### config.mk
export PLATFORM = sky130hd
export DESIGN_NAME = sync_filter
export DESIGN_NICKNAME = d
export VERILOG_FILES = /design/src/rtl/sync_filter.sv
export SDC_FILE = /design/constraint.sdc
export NUM_CORES = 1
export LEC_CHECK = 0
export BUFFER_PORTS_ARGS = -buffer_cell sky130_fd_sc_hd__buf_2
export CAP_MARGIN = 5
export CORE_AREA = 2 2 39 41
export DETAILED_ROUTE_END_ITERATION = 16
export DIE_AREA = 0 0 41 43
export PLACE_DENSITY = 0.3
export SYNTH_ARGS = -nofsm -noshare
export SYNTH_HDL_FRONTEND = slang
export SYNTH_SLANG_ARGS = --single-unit
### constraint.sdc
create_clock -name mclk -period 2 [get_ports mclk]
set_input_delay 0.1 -clock mclk [delete_from_list [all_inputs] [get_ports mclk]]
set_output_delay 0.1 -clock mclk [all_outputs]
set_load 0.05 [all_outputs]
### src/rtl/sync_filter.sv
`timescale 1ns/10ps
`default_nettype none
module sync_filter #(
    parameter int W = 1
) (
    input wire logic mclk,
    input wire logic reset,
    input wire logic ce,
    input wire logic [W-1:0] din,
    output logic [W-1:0] dout
);
    // ==========================================================
    // Three-stage synchroniser per bit
    // The output moves only once stages two and three agree, so a
    // single-cycle glitch never reaches the checker.
    genvar i;
    generate
        for (i = 0; i < W; i++)
        begin : g_bit
            logic s1; // Metastable stage, read only by s2
            logic s2;
            logic s3;
            always_ff @(posedge mclk)
            begin
                if (reset)
                begin
                    s1 <= 1'b0;
                    s2 <= 1'b0;
                    s3 <= 1'b0;
                    dout[i] <= 1'b0;
                end
                else if (ce)
                begin
                    s1 <= din[i];
                    s2 <= s1;
                    s3 <= s2;
                    // Accept only a settled level
                    if (s2 == s3)
                        dout[i] <= s3;
                end
            end
        end
    endgenerate
endmodule
`default_nettype wire
* Yosys cells after proc, flatten, opt, wreduce, memory -nomap -nowiden
Index checks and enable logic that the tools add are counted.
Cells by class: equality and inequality tests 1, reductions and logical operators 1
Operator list (count):
- AND reduction 2 bit | 1
- equality test 1 bit | 1
Storage, ports and cells: flip-flop bits (word level) 4, word-level logic and storage cells 6, bits of input ports 4

* Logic depth before layout (Yosys ltp)
depth in word-level cells 2, depth in mapped cells 3

* Worst setup path after synthesis
OpenSTA, ideal clock, no wires.
path type flip-flop to flip-flop, start point register dout (netlist name), end point register dout, arrival time 970 ps, path buffers 0, setup slack 942 ps, cell stages (with the launch flop) 3, setup time 88 ps, cell sequence dfxtp_1 -> inv_1 -> o32ai_2
RTL lines:
- end signal, assigned by index | RTL line 30 | dout[i] <= 1'b0;
- end signal, assigned by index | RTL line 39 | dout[i] <= s3;
- end, declared | RTL line 10 | output logic [W-1:0] dout

* Final worst setup path
start point register dout, end point output dout
No word-level cell between the ends.

==> metrics list <==
- Across all layers, the routed design uses 132 vias.
- Postcts setup bufs: 0
- Synthesized instance count: 16
- Setup violations remaining at the end of the flow were counted as 0.
- Global-route wire length before repair: 648 microns
* Wire length on met2: 184 microns
* Worst Clk Skew: 0.004983 ns
- Antenna Nets Post-Route: 0
* GRT Overall Usage: 6.827%
* Most frequent cell after synthesis: sky130_fd_sc_hd__dfxtp_1
* Kind of start point of the critical path: register
- Clock tree from TritonCTS: done
- The number of clock buffers added by TritonCTS is 3.
* Largest fanout of any net on the critical path: 3
- The number of global-route vias before repair was 173.
- DR top layer: met4
* Reported max-cap violation count: 0
- The floorplan step defined a die boundary enclosing 1763 sq um.
- The worst hold path begins at reset.
* Source of the worst register-to-register timing path: dout
- CTS Buffer Depth: 2
* Distinct cell type count of the synthesized netlist: 9
- Count of buffering cells on the critical path with inverters included: 1
- Share of total power consumed by net switching: 20.19%
* Overall power consumption: 196.3 uW
- Slowest CP cell: sky130_fd_sc_hd__dfxtp_1
- Entering global routing, the biggest net connects 6 pins.
- Routed wire length: 301 microns
- Net Sw Power: 39.62 uW
- Setup TNS: 0 ns
- Post-synthesis net count: 20
- Setup repair after global routing left no endpoint under its margin.
- Hold buffer count at cts: 0
- Combined area of all synthesized cells: 171.4 sq um
* Synthesis-to-finish area growth: 33.58%
- After the last flow step, the layout net total stands at 28.
- Total grt overflow: 0
- Synth top area share: 46.72%
* Worst EP arrival: 0.85 ns
* Part of the total power dissipated in sequential elements: 42.9%
* Number of warnings issued by yosys: 0
* Clock Tree Root: sky130_fd_sc_hd__clkbuf_4
- After floorplanning, the core was divided into 14 placement rows.
* Number of antenna violations at the first check in global routing: 0
- Clock insertion delay at the later pin of the skew report: 0.23 ns
- Share of the clock period used by the worst path after layout: 47.46%
- In this design, the largest share of critical-path delay is due to flip-flops.
- Clk network pwr share: 50.7%
- Detailed Route Iter0 Violations: 2
- Initial Utilization: 12.39%
- In this run the tool buffered the top-level ports with 4 buffer cells.
- Number of sinks on the clock net: 4
- Summed over all instances, the cell type with the most area after synthesis is sky130_fd_sc_hd__dfxtp_1.
* Ys async rst share: 0%
- The die is 41 microns wide.
* Launching instance or port of the critical path: dout
- CP Capture Type: primary output
- Fmax: 1053 MHz
- Data required time of the worst path: 1.90 ns
- At the end of routability-driven placement, the weighted congestion stood at 0.5889.
- Avg Synthesized Cell Area: 10.71 sq um
- Number of synthesized flops with an enable pin: 0
- Number of antenna diodes: 0
- Type of the tightest min-delay check: in2reg
- The internal power of the cells totals 156.6 uW.
- I/O pin count: 5
- Slew of the pin with the lowest slew margin: 0.2472 ns
- Final Critical Period: 0.9493 ns
- Ranked by total cell area, the synthesized netlist is headed by sky130_fd_sc_hd__dfxtp_1 47%, sky130_fd_sc_hd__mux2i_1 18%, sky130_fd_sc_hd__o32ai_2 9.5%, sky130_fd_sc_hd__nor2b_4 8.0%, sky130_fd_sc_hd__nor2_1 6.6%.
- Maximum vdd drop: 0.1551 mV
- The core region is 1384 sq um.
* Die Y-Extent: 43 microns
* H-tree lvl count: 1
* Final max-slew violation count: 0
- The total count of hold-check failures in the final report was 0.
- DP HPWL: 238.5 microns
* Slew Limit Headroom: 83.63%
- Leakage Power: 0.09797 nW
* 1st-pass router iterations: 2
- Dominant synthesized flop cell: sky130_fd_sc_hd__dfxtp_1
- Run status: finished clean
* Total power density per cell area: 857.1 nW/um^2
- Crit path largest cell delay: 0.34 ns
- Wire length on met1: 91 microns
* Number of gates resized after CTS: 0
- In the final routed layout, each cell accounts on average for 7.921 microns.
- The synthesized design contains 4 register bits.
* Met3 wire length: 5 microns
- In the routed layout, each cell is associated on average with a via count of 3.474.
- The worst setup path is of the reg2out kind.
- Sequential area share after synthesis: 46.72%
- Worst path cell trace: buf_2
* DRC violations left: 0
- Portion of total power attributed to combinational logic: 6.5%
- Commonest cells in the netlist: 4 x sky130_fd_sc_hd__dfxtp_1, 3 x sky130_fd_sc_hd__mux2i_1, 3 x sky130_fd_sc_hd__nor2_1
- Clock edge transition at the registers on the reported setup and hold paths: 0.04 ns
* Share of layout cells above drive strength 1: 40.91%
[cell families (layout without fill, tap and decap cells)]
group	Yosys count	count (layout)	share of synthesized area, %
compound gates	2	2	12.41
buf+inv	2	8	5.105
flops	4	4	46.72
mux	3	3	17.52
simple gates	5	5	18.25
[flip-flops by register name, summed over array words and instances, names as in the netlist]
signal / cells
g_bit.s2: 1
dout: 1
g_bit.s3: 1
g_bit.s1: 1
[power groups by stage]
| stage | sequential (mW) | clock (mW) | combinational [mW] |
|---|---|---|---|
| floorplan | 0.0851 | 0 | 0.00891 |
| global placement | 0.0853 | 0 | 0.0127 |
| detailed placement | 0.0855 | 0 | 0.0130 |
| CTS | 0.0842 | 0.103 | 0.0130 |
| global route | 0.0843 | 0.108 | 0.0147 |
| finish | 0.0841 | 0.0994 | 0.0127 |
[area by class of cell]
cell class                 instances  area, sq um
multi-input combinational         10        82.58
timing repair buffer               4        20.02
inverter                           1        3.754
sequential                         4        80.08
fill                             163         1155
tap                               16        20.02
clock buffer                       3        22.52
[worst paths after layout]
check | end | slack (ns) | cells past startpoint
setup / recovery | dout | 1.05 | 1
hold / removal | g_bit[0].s3 | 0.09 | 2
setup reg to reg | dout | 1.28 | 2
hold reg to reg | dout | 0.49 | 2
[metal layers]
layer  vias up  GRT usage [%]
li1         66              -
met1        62          4.180
met2         2          8.750
met3         2          3.141
met4         0          14.00
met5         -              0
[placed cells by master, fill, tap and decap left out, drive strengths merged]
cell type	instances
nor2	3
buf	4
clkbuf	3
a21oi	1
dfxtp	4
nand2b	1
o32ai	1
mux2i	3
nor2b	1
inv	1
[through the flow]
stage	worst slack [ns]	util [%]	hold slack, ns	instances	area (sq um)
final	1.051	16.55	0.09363	38	229.0
after global placement	1.278	14.92	0.3376	35	206.4
after detailed placement	1.266	14.92	0.3389	35	206.4
after CTS	1.036	16.55	0.09152	38	229.0
after global routing	1.010	16.55	0.1301	38	229.0
after floorplan	0.9420	-	0.1724	16	171.4
Power figures use the tool's default switching activity.
